`config.mk`:
```
export PLATFORM = sky130hd
export DESIGN_NAME = aclc_link_ctrl
export DESIGN_NICKNAME = d
export VERILOG_FILES = /design/src/verilog/aclc_pkg.sv /design/src/verilog/aclc_link_ctrl.sv /design/src/verilog/aclc_pin_sync.sv /design/src/verilog/aclc_rx_slots.sv
export SDC_FILE = /design/constraint.sdc
export NUM_CORES = 1
export LEC_CHECK = 0
export ABC_AREA = 1
export BUFFER_PORTS_ARGS = -buffer_cell sky130_fd_sc_hd__buf_2
export CAP_MARGIN = 20
export CORE_MARGIN = 1
export CORE_UTILIZATION = 50
export CTS_CLUSTER_SIZE = 28
export DETAILED_ROUTE_END_ITERATION = 16
export GPL_TIMING_DRIVEN = 1
export MAX_ROUTING_LAYER = met4
export PLACE_DENSITY = 0.71
export SLEW_MARGIN = 20
export SYNTH_ARGS = -nofsm -noshare
export SYNTH_HDL_FRONTEND = slang
export SYNTH_SLANG_ARGS = --single-unit
```
`constraint.sdc`:
```
create_clock -name clk -period 3.8 [get_ports clk]
set_clock_uncertainty 0.05 [all_clocks]
set_input_delay 0.38 -clock clk [delete_from_list [all_inputs] [get_ports clk]]
set_output_delay 0.38 -clock clk [all_outputs]
set_load 0.05 [all_outputs]
```
`src/verilog/aclc_pkg.sv`:
```
// Shared constants, types and helpers for the serial audio link controller.
package aclc_pkg;

  // ==========================================================================
  // Register byte offsets on the bus.
  localparam logic [5:0] OFS_CTRL  = 6'h00; // Link control.
  localparam logic [5:0] OFS_STAT  = 6'h04; // Sticky events, cleared by read.
  localparam logic [5:0] OFS_MASK  = 6'h08; // Interrupt mask.
  localparam logic [5:0] OFS_CMD   = 6'h0c; // Codec register command.
  localparam logic [5:0] OFS_CSTAT = 6'h10; // Last codec status reply.
  localparam logic [5:0] OFS_FRONT = 6'h14; // Front left/right sample.
  localparam logic [5:0] OFS_SURR  = 6'h18; // Surround left/right sample.
  localparam logic [5:0] OFS_CLFE  = 6'h1c; // Centre/low-frequency sample.
  localparam logic [5:0] OFS_LINK  = 6'h20; // Live link state.
  localparam logic [5:0] OFS_PCMIN = 6'h24; // Last received input sample.

  // ==========================================================================
  // Reset values.
  localparam logic [3:0]  CTRL_RST = 4'h0;
  localparam logic [3:0]  MASK_RST = 4'h0;
  localparam logic [23:0] CMD_RST  = 24'h000000;

  // ==========================================================================
  // Frame geometry: slot 0 has 16 bits, slots 1 to 12 have 20 bits each.
  localparam logic [4:0] SLOT0_LAST = 5'h0f;
  localparam logic [4:0] SLOTN_LAST = 5'h13;
  localparam logic [3:0] SLOT_FINAL = 4'hc;

  // Tag bit positions in slot 0.
  localparam int TAG_VALID = 15;
  localparam int TAG_S2    = 13;
  localparam int TAG_S3    = 12;

  // Slot request bits in incoming slot 1; a low bit asks for data.
  localparam int REQ_S3 = 11;
  localparam int REQ_S6 = 8;
  localparam int REQ_S7 = 7;
  localparam int REQ_S8 = 6;
  localparam int REQ_S9 = 5;

  // Event bits of the status and mask registers.
  localparam int EV_FRAME = 0;
  localparam int EV_CSTAT = 1;
  localparam int EV_WAKE  = 2;
  localparam int EV_TAKEN = 3;

  // ==========================================================================
  // Types.
  typedef enum logic [1:0] {CH_TWO, CH_FOUR, CH_SIX, CH_RSVD} aclc_chan_type;

  typedef struct packed {
    aclc_chan_type chan;     // Output channel count.
    logic          link_run; // Releases the link reset.
    logic          link_off; // Link shut-off control.
  } aclc_ctrl_type;

  typedef struct packed {
    logic [15:0] tag;
    logic [19:0] s1;
    logic [19:0] s2;
    logic [19:0] s3;
    logic [19:0] s4;
  } aclc_frame_type;

  // Byte-enable merge of a bus write into a stored word.
  function automatic logic [31:0] aclc_merge(input logic [31:0] old,
                                             input logic [31:0] wdat,
                                             input logic [3:0]  be);
    logic [31:0] res;
    res = old;
    for (int i = 0; i < 4; i++) begin
      if (be[i]) begin
        res[i*8 +: 8] = wdat[i*8 +: 8];
      end
    end
    return res;
  endfunction : aclc_merge

endpackage : aclc_pkg

```
`src/verilog/aclc_link_ctrl.sv`:
```
// Controller end of a thirteen-slot serial audio link with a bus register file.
//
// The Avalon-MM interface to the registers and the placing of the registers were decided locally.
`timescale 1ns/1ns
`default_nettype none
// Summary of operation
// - Frames multiplex samples and codec register traffic.
// - Thirteen slots each way per frame: the tag slot and twelve data slots.
// - Up to two codecs, one input line each.
// - Bit clock edges time all link data.
// - Input line rising while asleep means wake.
// - Pulls enabled only while link is off.
// - Drive serial out while link is on.
// - Assume a codec exists when link enabled.
// - Multi-channel output waits for the slot 3 request and each surround/centre slot request; slot 4's is not checked.
// - Controller drives the active-low link reset.
// - Board codec enable low means on-board primary.
module aclc_link_ctrl
  import aclc_pkg::*;
(
  // Clock and reset.
  input  wire logic        clk,
  input  wire logic        rst_b,
  // Register bus slave.
  input  wire logic [5:0]  avs_address,
  input  wire logic        avs_read,
  input  wire logic        avs_write,
  input  wire logic [31:0] avs_writedata,
  input  wire logic [3:0]  avs_byteenable,
  output logic      [31:0] avs_readdata,
  output logic             avs_waitrequest,
  output logic             irq,
  // Serial link pins.
  input  wire logic        bit_clk,
  input  wire logic        serial_in_first,
  input  wire logic        serial_in_second,
  output logic             frame_sync,
  output logic             ctrl_serial_out,
  output logic             ctrl_serial_out_oe,
  output logic             link_reset_n,
  output logic             pull_enable,
  // Board strap.
  input  wire logic        board_codec_enable_n
);

  // ==========================================================================
  // Declarations.
  typedef enum {ST_OFF, ST_RESET, ST_WAIT, ST_RUN} aclc_state_type;

  aclc_state_type state_reg;      // Link sequencer state.
  aclc_ctrl_type  ctrl_reg;       // Software control fields.
  logic [3:0]     sts_reg;        // Sticky events.
  logic [3:0]     mask_reg;       // Interrupt mask.
  logic [3:0]     ev;             // Events of this cycle.
  logic [23:0]    cmd_reg;        // Read flag, index, data.
  logic           cmd_pend_reg;   // Command waits for a frame.
  logic [31:0]    front_reg;      // Queued samples.
  logic [31:0]    surr_reg;
  logic [31:0]    clfe_reg;
  logic [2:0]     qv_reg;         // Valid flags: front, surround, centre.
  logic [22:0]    cstat_reg;      // Index and data of the last reply.
  logic [31:0]    pcm_in_reg;     // Last received left/right sample.
  logic [3:0]     pin_q;          // Synchronised pins.
  logic           bclk_d_reg;     // Previous synchronised bit clock.
  logic           bclk_rise;
  logic           bclk_fall;
  logic [1:0]     sdin_d_reg;     // Previous synchronised data inputs.
  logic           active;         // Frame counter may run.
  logic [3:0]     slot_reg;       // Slot in progress.
  logic [4:0]     sbit_reg;       // Bits left in the slot.
  logic [3:0]     slot_next;
  logic [19:0]    sh_reg;         // Outgoing slot shifter.
  logic [19:0]    word;           // Word loaded at a slot start.
  logic [23:0]    tx_cmd_reg;     // Frame snapshot of the command.
  logic [31:0]    tx_front_reg;   // Frame snapshots of the samples.
  logic [31:0]    tx_surr_reg;
  logic [31:0]    tx_clfe_reg;
  logic           req_ok;         // Every needed slot except slot 4 is requested.
  logic           go;             // Samples go out this frame.
  logic           frame_start;
  aclc_frame_type rx1;            // Frames from each codec.
  aclc_frame_type rx2;
  logic           rx1_done;
  logic           rx2_done;
  logic           smp;
  logic           rd_ack;         // Bus handshake completes now.
  logic           wr_ack;
  logic [31:0]    rd_mux;
  logic [31:0]    wm;             // Merged write word.

  // ==========================================================================
  // Pin synchronisers: bit clock, both data inputs and the board strap.
  aclc_pin_sync #(.W(4)) u_sync (
    .clk   (clk),
    .rst_b (rst_b),
    .d     ({board_codec_enable_n, serial_in_second, serial_in_first, bit_clk}),
    .q     (pin_q)
  );

  // Edge finders run on the second synchroniser stage only.
  always_ff @(posedge clk or negedge rst_b) begin
    if (!rst_b) begin
      bclk_d_reg <= 1'b0;
      sdin_d_reg <= 2'b00;
    end else begin
      bclk_d_reg <= pin_q[0];
      sdin_d_reg <= pin_q[2:1];
    end
  end

  assign bclk_rise = pin_q[0] & ~bclk_d_reg;
  assign bclk_fall = ~pin_q[0] & bclk_d_reg;

  // ==========================================================================
  // Link sequencer. No codec presence check: an enabled link is trusted.
  always_ff @(posedge clk or negedge rst_b) begin
    if (!rst_b) begin
      state_reg <= ST_RESET;
    end else begin
      case (state_reg)
        ST_OFF: begin
          if (!ctrl_reg.link_off) begin
            state_reg <= ST_RESET;
          end
        end
        ST_RESET: begin
          if (ctrl_reg.link_off) begin
            state_reg <= ST_OFF;
          end else if (ctrl_reg.link_run) begin
            state_reg <= ST_WAIT;
          end
        end
        ST_WAIT, ST_RUN: begin
          if (ctrl_reg.link_off || !ctrl_reg.link_run) begin
            state_reg <= ST_RESET;
          end else if (bclk_rise) begin
            state_reg <= ST_RUN;
          end
        end
        default: state_reg <= ST_RESET;
      endcase
    end
  end

  assign active = (state_reg == ST_WAIT) || (state_reg == ST_RUN);

  // Pin drivers are registered: link reset from the sequencer state, pull and drive from link_off.
  always_ff @(posedge clk or negedge rst_b) begin
    if (!rst_b) begin
      link_reset_n       <= 1'b0;
      pull_enable        <= 1'b0;
      ctrl_serial_out_oe <= 1'b1;
    end else begin
      link_reset_n       <= active;
      pull_enable        <= ctrl_reg.link_off;
      ctrl_serial_out_oe <= !ctrl_reg.link_off;
    end
  end

  // ==========================================================================
  // Frame counter: slot 0 is 16 bits, slots 1 to 12 are 20 bits.
  assign slot_next   = (slot_reg == SLOT_FINAL) ? 4'h0 : slot_reg + 4'h1;
  assign frame_start = active && bclk_rise && (sbit_reg == 5'h00) &&
                       (slot_next == 4'h0);

  // Slot requests are active low; which ones count depends on channel mode.
  always_comb begin
    req_ok = !rx1.s1[REQ_S3];
    if (ctrl_reg.chan == CH_FOUR || ctrl_reg.chan == CH_SIX) begin
      req_ok = req_ok && !rx2.s1[REQ_S7] && !rx2.s1[REQ_S8];
    end
    if (ctrl_reg.chan == CH_SIX) begin
      req_ok = req_ok && !rx2.s1[REQ_S6] && !rx2.s1[REQ_S9];
    end
  end

  // All needed sample queues must hold data as well; nothing goes early.
  always_comb begin
    go = req_ok && qv_reg[0];
    if (ctrl_reg.chan == CH_FOUR || ctrl_reg.chan == CH_SIX) begin
      go = go && qv_reg[1];
    end
    if (ctrl_reg.chan == CH_SIX) begin
      go = go && qv_reg[2];
    end
  end

  // Word for the slot about to start; tag bits mark the valid slots.
  always_comb begin
    case (slot_next)
      4'h0: word = {1'b1, cmd_pend_reg, cmd_pend_reg, go, go, 1'b0,
                    go && ctrl_reg.chan == CH_SIX,
                    go && ctrl_reg.chan != CH_TWO,
                    go && ctrl_reg.chan != CH_TWO,
                    go && ctrl_reg.chan == CH_SIX, 6'h00, 4'h0};
      4'h1:    word = {tx_cmd_reg[23:16], 12'h000};
      4'h2:    word = {tx_cmd_reg[15:0], 4'h0};
      4'h3:    word = {tx_front_reg[15:0], 4'h0};
      4'h4:    word = {tx_front_reg[31:16], 4'h0};
      4'h6:    word = {tx_clfe_reg[15:0], 4'h0};
      4'h7:    word = {tx_surr_reg[15:0], 4'h0};
      4'h8:    word = {tx_surr_reg[31:16], 4'h0};
      4'h9:    word = {tx_clfe_reg[31:16], 4'h0};
      default: word = 20'h00000;
    endcase
  end

  // Launch on bit clock rise; the codec captures on the fall.
  always_ff @(posedge clk or negedge rst_b) begin
    if (!rst_b) begin
      slot_reg        <= SLOT_FINAL;
      sbit_reg        <= 5'h00;
      sh_reg          <= 20'h00000;
      ctrl_serial_out <= 1'b0;
      frame_sync      <= 1'b0;
    end else if (!active) begin
      slot_reg        <= SLOT_FINAL;
      sbit_reg        <= 5'h00;
      sh_reg          <= 20'h00000;
      ctrl_serial_out <= 1'b0;
      frame_sync      <= 1'b0;
    end else if (bclk_rise) begin
      if (sbit_reg == 5'h00) begin
        slot_reg        <= slot_next;
        sbit_reg        <= (slot_next == 4'h0) ? SLOT0_LAST : SLOTN_LAST;
        sh_reg          <= {word[18:0], 1'b0};
        ctrl_serial_out <= word[19];
        frame_sync      <= (slot_next == 4'h0);
      end else begin
        sbit_reg        <= sbit_reg - 5'h01;
        sh_reg          <= {sh_reg[18:0], 1'b0};
        ctrl_serial_out <= sh_reg[19];
      end
    end
  end

  // Snapshot the queued words at frame start so bus writes cannot tear a frame.
  always_ff @(posedge clk or negedge rst_b) begin
    if (!rst_b) begin
      tx_cmd_reg    <= CMD_RST;
      tx_front_reg  <= 32'h00000000;
      tx_surr_reg   <= 32'h00000000;
      tx_clfe_reg   <= 32'h00000000;
    end else if (frame_start) begin
      tx_cmd_reg    <= cmd_pend_reg ? cmd_reg : CMD_RST;
      tx_front_reg  <= go ? front_reg : 32'h00000000;
      tx_surr_reg   <= go ? surr_reg : 32'h00000000;
      tx_clfe_reg   <= go ? clfe_reg : 32'h00000000;
    end
  end

  // ==========================================================================
  // Receivers, one per codec data line, sampled on bit clock fall.
  assign smp = bclk_fall && (state_reg == ST_RUN);

  aclc_rx_slots u_rx_first (
    .clk    (clk),
    .rst_b  (rst_b),
    .smp    (smp),
    .bit_in (pin_q[1]),
    .slot   (slot_reg),
    .last   (sbit_reg == 5'h00),
    .frame  (rx1),
    .done   (rx1_done)
  );

  aclc_rx_slots u_rx_second (
    .clk    (clk),
    .rst_b  (rst_b),
    .smp    (smp),
    .bit_in (pin_q[2]),
    .slot   (slot_reg),
    .last   (sbit_reg == 5'h00),
    .frame  (rx2),
    .done   (rx2_done)
  );

  // Replies and input samples come from the first codec's frame.
  always_ff @(posedge clk or negedge rst_b) begin
    if (!rst_b) begin
      cstat_reg  <= 23'h000000;
      pcm_in_reg <= 32'h00000000;
    end else if (rx1_done) begin
      if (rx1.tag[TAG_S2]) begin
        cstat_reg <= {rx1.s1[18:12], rx1.s2[19:4]};
      end
      if (rx1.tag[TAG_S3]) begin
        pcm_in_reg <= {rx1.s4[19:4], rx1.s3[19:4]};
      end
    end
  end

  // ==========================================================================
  // Events. A rising data input while the link sleeps is a wake request.
  always_comb begin
    ev           = 4'h0;
    ev[EV_FRAME] = frame_start;
    ev[EV_CSTAT] = rx1_done && rx1.tag[TAG_S2];
    ev[EV_WAKE]  = !active && |(pin_q[2:1] & ~sdin_d_reg);
    ev[EV_TAKEN] = frame_start && go;
  end

  // Sticky status; a read clears only what it returned and a new set wins.
  always_ff @(posedge clk or negedge rst_b) begin
    if (!rst_b) begin
      sts_reg <= 4'h0;
    end else if (rd_ack && avs_address == OFS_STAT) begin
      sts_reg <= (sts_reg & ~avs_readdata[3:0]) | ev;
    end else begin
      sts_reg <= sts_reg | ev;
    end
  end

  // Level interrupt while any unmasked status bit stands.
  always_ff @(posedge clk or negedge rst_b) begin
    if (!rst_b) begin
      irq <= 1'b0;
    end else begin
      irq <= |(sts_reg & mask_reg);
    end
  end

  // ==========================================================================
  // Bus handshake: a request waits one cycle, then is answered for one cycle.
  always_ff @(posedge clk or negedge rst_b) begin
    if (!rst_b) begin
      avs_waitrequest <= 1'b1;
    end else begin
      avs_waitrequest <= !((avs_read || avs_write) && avs_waitrequest);
    end
  end

  assign rd_ack = avs_read && !avs_waitrequest;
  assign wr_ack = avs_write && !avs_waitrequest;

  // Read multiplexer; unmapped offsets read as zero.
  always_comb begin
    case (avs_address)
      OFS_CTRL:  rd_mux = {28'h0000000, ctrl_reg};
      OFS_STAT:  rd_mux = {28'h0000000, sts_reg};
      OFS_MASK:  rd_mux = {28'h0000000, mask_reg};
      OFS_CMD:   rd_mux = {cmd_pend_reg, 7'h00, cmd_reg};
      OFS_CSTAT: rd_mux = {9'h000, cstat_reg};
      OFS_FRONT: rd_mux = front_reg;
      OFS_SURR:  rd_mux = surr_reg;
      OFS_CLFE:  rd_mux = clfe_reg;
      OFS_LINK:  rd_mux = {24'h000000, qv_reg, pin_q[3], pin_q[2:1],
                           rx2.tag[TAG_VALID], rx1.tag[TAG_VALID]};
      OFS_PCMIN: rd_mux = pcm_in_reg;
      default:   rd_mux = 32'h00000000;
    endcase
  end

  // Read data is caught while waitrequest is high and stands at the answer.
  always_ff @(posedge clk or negedge rst_b) begin
    if (!rst_b) begin
      avs_readdata <= 32'h00000000;
    end else if (avs_read && avs_waitrequest) begin
      avs_readdata <= rd_mux;
    end
  end

  assign wm = aclc_merge(rd_mux, avs_writedata, avs_byteenable);

  // Control and mask registers.
  always_ff @(posedge clk or negedge rst_b) begin
    if (!rst_b) begin
      ctrl_reg <= aclc_ctrl_type'(CTRL_RST);
      mask_reg <= MASK_RST;
    end else if (wr_ack) begin
      if (avs_address == OFS_CTRL) begin
        ctrl_reg <= aclc_ctrl_type'(wm[3:0]);
      end
      if (avs_address == OFS_MASK) begin
        mask_reg <= wm[3:0];
      end
    end
  end

  // Command queue: a write arms it, the frame that carries it disarms it.
  always_ff @(posedge clk or negedge rst_b) begin
    if (!rst_b) begin
      cmd_reg      <= CMD_RST;
      cmd_pend_reg <= 1'b0;
    end else if (wr_ack && avs_address == OFS_CMD) begin
      cmd_reg      <= wm[23:0];
      cmd_pend_reg <= 1'b1;
    end else if (frame_start) begin
      cmd_pend_reg <= 1'b0;
    end
  end

  // Sample queues; a write in the frame-start cycle keeps its flag set.
  always_ff @(posedge clk or negedge rst_b) begin
    if (!rst_b) begin
      front_reg <= 32'h00000000;
      surr_reg  <= 32'h00000000;
      clfe_reg  <= 32'h00000000;
      qv_reg    <= 3'h0;
    end else begin
      if (frame_start && go) begin
        qv_reg <= 3'h0;
      end
      if (wr_ack && avs_address == OFS_FRONT) begin
        front_reg <= wm;
        qv_reg[0] <= 1'b1;
      end
      if (wr_ack && avs_address == OFS_SURR) begin
        surr_reg  <= wm;
        qv_reg[1] <= 1'b1;
      end
      if (wr_ack && avs_address == OFS_CLFE) begin
        clfe_reg  <= wm;
        qv_reg[2] <= 1'b1;
      end
    end
  end

endmodule : aclc_link_ctrl
`default_nettype wire

```
`src/verilog/aclc_pin_sync.sv`:
```
// Two-flop synchroniser for inputs from outside the clock domain.
`timescale 1ns/1ns
`default_nettype none
module aclc_pin_sync #(
  parameter int W = 4
) (
  // Clock and reset.
  input  wire logic         clk,
  input  wire logic         rst_b,
  // Raw and synchronised levels.
  input  wire logic [W-1:0] d,
  output logic      [W-1:0] q
);

  logic [W-1:0] meta_reg; // First stage, read only by the second.

  // ==========================================================================
  // Both stages; only the second is visible outside.
  always_ff @(posedge clk or negedge rst_b) begin
    if (!rst_b) begin
      meta_reg <= '0;
      q        <= '0;
    end else begin
      meta_reg <= d;
      q        <= meta_reg;
    end
  end

endmodule : aclc_pin_sync
`default_nettype wire

```
`src/verilog/aclc_rx_slots.sv`:
```
// Deserialiser for one codec's incoming serial data line.
`timescale 1ns/1ns
`default_nettype none
module aclc_rx_slots
  import aclc_pkg::*;
(
  // Clock and reset.
  input  wire logic       clk,
  input  wire logic       rst_b,
  // Bit timing from the frame counter.
  input  wire logic       smp,
  input  wire logic       bit_in,
  input  wire logic [3:0] slot,
  input  wire logic       last,
  // Captured frame and its end pulse.
  output aclc_frame_type  frame,
  output logic            done
);

  logic [19:0] sh_reg;  // Bits of the slot in progress.
  logic [19:0] sh_next; // Shifter with the newest bit added.

  assign sh_next = {sh_reg[18:0], bit_in};

  // ==========================================================================
  // Shift on each sample strobe and file the word at the slot's last bit.
  always_ff @(posedge clk or negedge rst_b) begin
    if (!rst_b) begin
      sh_reg <= 20'h00000;
      frame  <= '0;
    end else if (smp) begin
      sh_reg <= last ? 20'h00000 : sh_next;
      if (last) begin
        case (slot)
          4'h0:    frame.tag <= sh_next[15:0];
          4'h1:    frame.s1  <= sh_next;
          4'h2:    frame.s2  <= sh_next;
          4'h3:    frame.s3  <= sh_next;
          4'h4:    frame.s4  <= sh_next;
          default: frame.tag <= frame.tag; // Other slots are not kept.
        endcase
      end
    end
  end

  // ==========================================================================
  // One-cycle pulse once the last bit of slot 12 has been sampled.
  always_ff @(posedge clk or negedge rst_b) begin
    if (!rst_b) begin
      done <= 1'b0;
    end else begin
      done <= smp && last && (slot == SLOT_FINAL);
    end
  end

endmodule : aclc_rx_slots
`default_nettype wire

```
# Word-level counts from Yosys, hierarchy flattened
# Index checks and enable logic that the tools add are counted.
[classes]
add_sub_neg = 2
n_eq_ne = 34
n_mux = 46
n_bitwise = 11
reduce_logical = 65
[op_table]
columns = ["op", "count"]
rows = [
  ["$pmux 32 s10", 1],
  ["$mux 32", 8],
  ["$pmux 20 s9", 1],
  ["$pmux 32 s3", 1],
  ["$eq 32x2->1 const B", 2],
  ["$eq 32x3->1 const B", 2],
  ["$mux 20", 3],
  ["$eq 32x1->1 const B", 1],
  ["$logic_not 32->1", 1],
  ["$mux 8", 4],
  ["$logic_and 1x1->1", 27],
  ["$eq 6x5->1 const B", 4],
  ["$mux 24", 1],
  ["$mux 4", 5],
  ["$mux 5", 4],
  ["$mux 19", 1],
  ["$reduce_and 3->1", 6],
  ["$eq 4x2->1 const B", 4],
  ["$eq 4x3->1 const B", 4],
  ["$mux 1", 15],
  ["$mux 15", 1],
  ["$eq 4x4->1 const B", 3],
  ["$eq 6x4->1 const B", 2],
  ["$eq 6x6->1 const B", 2],
  ["other kinds (26)", 55],
]
[totals]
ff_bits = 577
elab_cells = 203

# Longest topological paths before layout
[logic_depth]
word_depth = 17
depth_mapped = 14
mapped_depth_nobuf = 14

# By module
# A second synthesis with hierarchy kept.
[unflattened]
cells_unflattened = 3172
area_unflattened_um2 = 27463.8
[by_module_without_submodules]
columns = ["mod", "instances", "cells_per_inst", "area_per_inst_um2"]
rows = [
  ["aclc_link_ctrl", 1, 2150, 17812.1],
  ["aclc_rx_slots", 2, 507, 4725.8],
  ["aclc_pin_sync", 1, 8, 200.2],
]

# Worst setup path before layout
# No wires, ideal clock.
[synth_path]
kind = "reg2reg"
startpoint = "register slot_reg[0]"
endpoint = "register tx_front_reg[11]"
t_arrival_ns = 1.878
t_required_ns = 3.623
setup_slack_ns = 1.745
path_stages_with_launch = 15
n_path_buf = 2
cell_sequence = "dfrtp_1 -> inv_1 -> ha_1 -> nand3_2 -> clkinv_1 -> nor2_2 -> nor2_4 -> nand2_2 -> nor2_4 -> inv_2 -> nor2_4 -> inv_2 -> buf_6 -> buf_6 -> o22ai_2"
[synth_between]
elab_chain_len = 4
word_cells_on_any_way = 5
classes_between = "add/sub: 1; eq/ne: 1; mux: 1; reduce/logical: 2"
[synth_lines]
columns = ["item", "line", "source"]
rows = [
  ["start: declaration", "aclc_link_ctrl.sv:69", "logic [3:0] slot_reg;"],
  ["start signal: assignment", "aclc_link_ctrl.sv:224", "slot_reg <= slot_next;"],
  ["$add 4x1->4 or $eq 4x4->1 (tied branches)", "-", ""],
  ["$mux 4 (*)", "aclc_link_ctrl.sv:162", "assign slot_next = (slot_reg == SLOT_FINAL) ? 4'h0 : slot_reg + 4'h1;"],
  ["$logic_not 4->1 (*)", "aclc_link_ctrl.sv:164", "(slot_next == 4'h0);"],
  ["$logic_and 1x1->1 (*)", "aclc_link_ctrl.sv:163", "assign frame_start = active && bclk_rise && (sbit_reg == 5'h00) &&"],
  ["end signal: assignment", "aclc_link_ctrl.sv:246", "tx_front_reg <= go ? front_reg : 32'h00000000;"],
  ["end: declaration", "aclc_link_ctrl.sv:75", "logic [31:0] tx_front_reg;"],
]
# Mark *: on every way between the ends. The rest lies on a longest branch, timed or not.
# A chain may end at the register's enable or synchronous reset.

# Worst setup path in the final report
[layout_path]
startpoint = "register slot_reg[0]"
endpoint = "register tx_surr_reg[6]"
[layout_between]
elab_chain_len = 4
word_cells_on_any_way = 5
classes_between = "add/sub: 1; eq/ne: 1; mux: 1; reduce/logical: 2"
[layout_lines]
columns = ["item", "line", "source"]
rows = [
  ["$add 4x1->4 or $eq 4x4->1 (tied branches)", "-", ""],
  ["$mux 4 (*)", "aclc_link_ctrl.sv:162", ""],
  ["$logic_not 4->1 (*)", "aclc_link_ctrl.sv:164", ""],
  ["$logic_and 1x1->1 (*)", "aclc_link_ctrl.sv:163", ""],
  ["end signal: assignment", "aclc_link_ctrl.sv:247", "tx_surr_reg <= go ? surr_reg : 32'h00000000;"],
  ["end: declaration", "aclc_link_ctrl.sv:76", "logic [31:0] tx_surr_reg;"],
]
# Marks and branches as above.

==> impl_results.md <==
- Status: finished, violations left
- Failing checks: design-rule violations
- # rows: 74
- Largest register FFs: ~60
- Finished Layout Cells: ~3000
- Placed insts: 2857
- Routability congestion estimate: between 0.9 and 1
- Post-synth ARST share: 100%
- Fin. max-slew vios: 0
- TritonCTS Buffers: 51
- Drt initial violations: between 1500 and 2000
- Reg with most FFs: u_rx_first.frame
- Synthesis Warnings: 0
- Later-pin clock latency in the skew report: 0.60 ns
- Wire per inst: between 20 and 25 um
- CP Cell Sequence: inv_1, ha_1, nand3_2, clkinv_1, nor2_2, nor2_4, nand2_2, nor2_4, inv_2, nor2_4, clkinv_2, buf_4, o21ai_0
- CTS tree: done
- Most common cell on crit path: nor2_4
- Net load switching power: 3.87 mW
- Worst-path clk slew: approximately 0.06 ns
- Final Hold Viols: 0
- Number of global-route vias before repair: around 17000
- CTS sink cnt: 486
- Most frequent cells in the layout: dfrtp_1, inv_1, nand2_1
- Register bit count reported by yosys: 486
- CP max-delay cell: dfrtp_1
- Total Wirelength: a little over 60 mm
- Finished Cell Area: 23800 um2
- CP max FO: 23
- # DRC: 1
- Post-DRT Antenna Nets: 0
- Synthesized net count: 2372
- Seq/Total Area, Yosys: 57.9%
- Endpoint class of the critical path: register
- Post-synth EDFFs: 0
- Die area: about 43000 um2
- Final Cycle Share: 76.3%
- Initial antenna violation count: 0
- Final nets: 2442
- Max H-tree Level: 2
- Starting density of the core: 51.2%
- Drt pass-1 iters: 14
- DP Area: around 22000 um2
- Worst slew pin tran: between 1 and 1.5 ns
- Die height: 207 um
- Leading area contributor after synthesis: dfrtp_1
- Routed vias/inst: roughly 5.8
- Area Growth Syn to Fin: 13.0%
- DP HPWL: ~43 mm
- Largest net degree at the start of global routing: around 110
- Post CTS Setup Buffer Count: 0
- Synth Instances: 2315
- Arrival time of the worst setup path: 3.36 ns
- Area of the mapped netlist: 21000 um2
- All-Layer GR Usage: 30.1%
- First-pass GRT wire length: 96.8 mm
- Worst relative slew slack: 32.4%
- Combinational share of power: 16.8%
- Final min period: ~2.9 ns
- Synth top area share: about 57%
- FMAX: 345 MHz
- Pint: 9.35 mW
- Area contributors post-synth: dfrtp_1, o21ai_0, inv_1
- Die Wd: 207 um
- Distinct cells, synth: 39
- Layout cells sized above 1: between 10% and 20%
- Largest delay contributor family on the critical path: buffers and inverters
- Crit Path Class: register to register
- Worst Path Buf+Inv: 5
- Worst Setup Start Kind: register
- Worst Hold Margin: 0.100 ns
- LEAKAGE: 11.3 nW
- Total power density per cell area: 556 nW/um2
- Syn_area_per_cell: 9.08 um2
- Core Region: 41100 um2
- Setup TNS Final: 0 ns
- Slowest stage delay, CP: about 0.44 ns
- Setup violations, final: 0
- Total number of vias: 17200
- I/O pin count: 89
- Commonest non-fill, non-tap cell in the layout: dfrtp_1
- Congestion Overflow GR: 0
- VDD IR max: 0.337 mV
- Fillers: 3569
- Worst Hold Class: input port to register
- Clock power frac: a little over a third
- Seq pwr share: a little under half
- Root Driver: clkbuf_16
- # diodes: 0
- Max_cap viols: 0
- WP data required: 4.26 ns
- Clock Path Buffers: 3
- I/O Buffers: between 80 and 90
- Net Sw Frac: 29.3%
- Unrepaired setup endpoints after global routing: no
- Ys flop type: dfrtp_1
[worst paths after layout]
| check | depth (start not counted) | slack, ns | endpoint | startpoint |
|---|---|---|---|---|
| min reg2reg | 0 | 0.30 | u_sync.q[1]$_DFF_PN0_ | u_sync.meta_reg[1]$_DFF_PN0_ |
| min in group asynchronous | 2 | 0.37 | clfe_reg[14]$_DFFE_PN0P_ | rst_b |
| max in group asynchronous | 3 | 2.26 | u_rx_second.sh_reg[11]$_DFFE_PN0P_ | rst_b |
| max | 13 | 0.90 | tx_surr_reg[6]$_DFFE_PN0P_ | slot_reg[0]$_DFFE_PN0P_ |
| max reg2reg | 13 | 0.90 | tx_surr_reg[6]$_DFFE_PN0P_ | slot_reg[0]$_DFFE_PN0P_ |
| min | 4 | 0.10 | surr_reg[20]$_DFFE_PN0P_ | avs_writedata[20] |
[layout make-up]
class / count / area (um2) / share of cell area (%)
sequential: 486 / 12200 / 51.2
tap: 532 / 666 / 2.80
clock buffer: 79 / 1540 / 6.49
timing repair buffer: 138 / 931 / 3.92
inverter: 370 / 1390 / 5.85
clock inverter: 14 / 85.1 / 0.358
multi-input combinational: 1338 / 6980 / 29.4
[per-layer routing]
| layer | track usage, % | wire length (um) |
|---|---|---|
| met4 | 12.1 | 2470 |
| met3 | 6.29 | 5270 |
| met5 | - | 0 |
| met2 | 44.4 | 28000 |
| met1 | 40.8 | 26400 |
[cell usage after synthesis (2+ instances only)]
cell type,n
inv_1,357
dfrtp_1,481
mux2_2,6
buf_2,29
nor2_1,196
or2_2,26
a21oi_1,53
o22ai_1,190
o21ai_1,2
buf_6,4
nand2_1,279
buf_1,13
inv_2,12
a22oi_1,2
o31ai_1,2
nor2_4,5
clkbuf_1,74
nand4_1,32
nand2_2,2
nor2_2,5
a31oi_1,8
ha_1,7
o22ai_2,29
nand3b_1,3
dfstp_2,5
nand3_1,170
a32oi_1,13
nor3_1,13
a41oi_1,19
o21ai_0,269
[power by group through the flow]
stage	clock network [mW]	registers, mW	logic, mW
floorplan	0	6.34	1.30
global placement	0	6.20	2.14
detailed placement	0	6.22	2.19
CTS	4.91	6.14	2.21
global route	5.10	6.21	2.43
finish	4.84	6.15	2.23
[per-stage QoR]
stage,setup slack [ns],util [%],total power [mW]
after floorplan,1.74,-,7.64
after global placement,1.03,53.7,8.35
after detailed placement,0.940,53.7,8.42
after CTS,0.923,57.8,13.3
after global routing,0.658,57.8,13.7
final,0.899,57.8,13.2
[logic make-up after synthesis]
kind of cell             synth area share, %
adder cells (fa/ha/maj)                0.416
buffers and inverters                   9.10
AND/OR/NAND/NOR                         15.3
multiplexers                           0.321
XOR/XNOR                              0.0833
flip-flops                              57.9
AO/OA/AOI/OAI                           16.9
[timing repair]
item | CTS | global route
hold endpoints to repair | 100 | 0
gates resized for setup | 0 | 0
endpoints found under the setup margin | 0 | 0
hold buffers | 7 | 0
[tightest hold or removal path, delay by kind of cell]
kind	cells	cell delay, ns
compound gates	1	0.07
buf+inv	1	0.07
simple gates	2	0.19
Power figures use the tool's default switching activity.
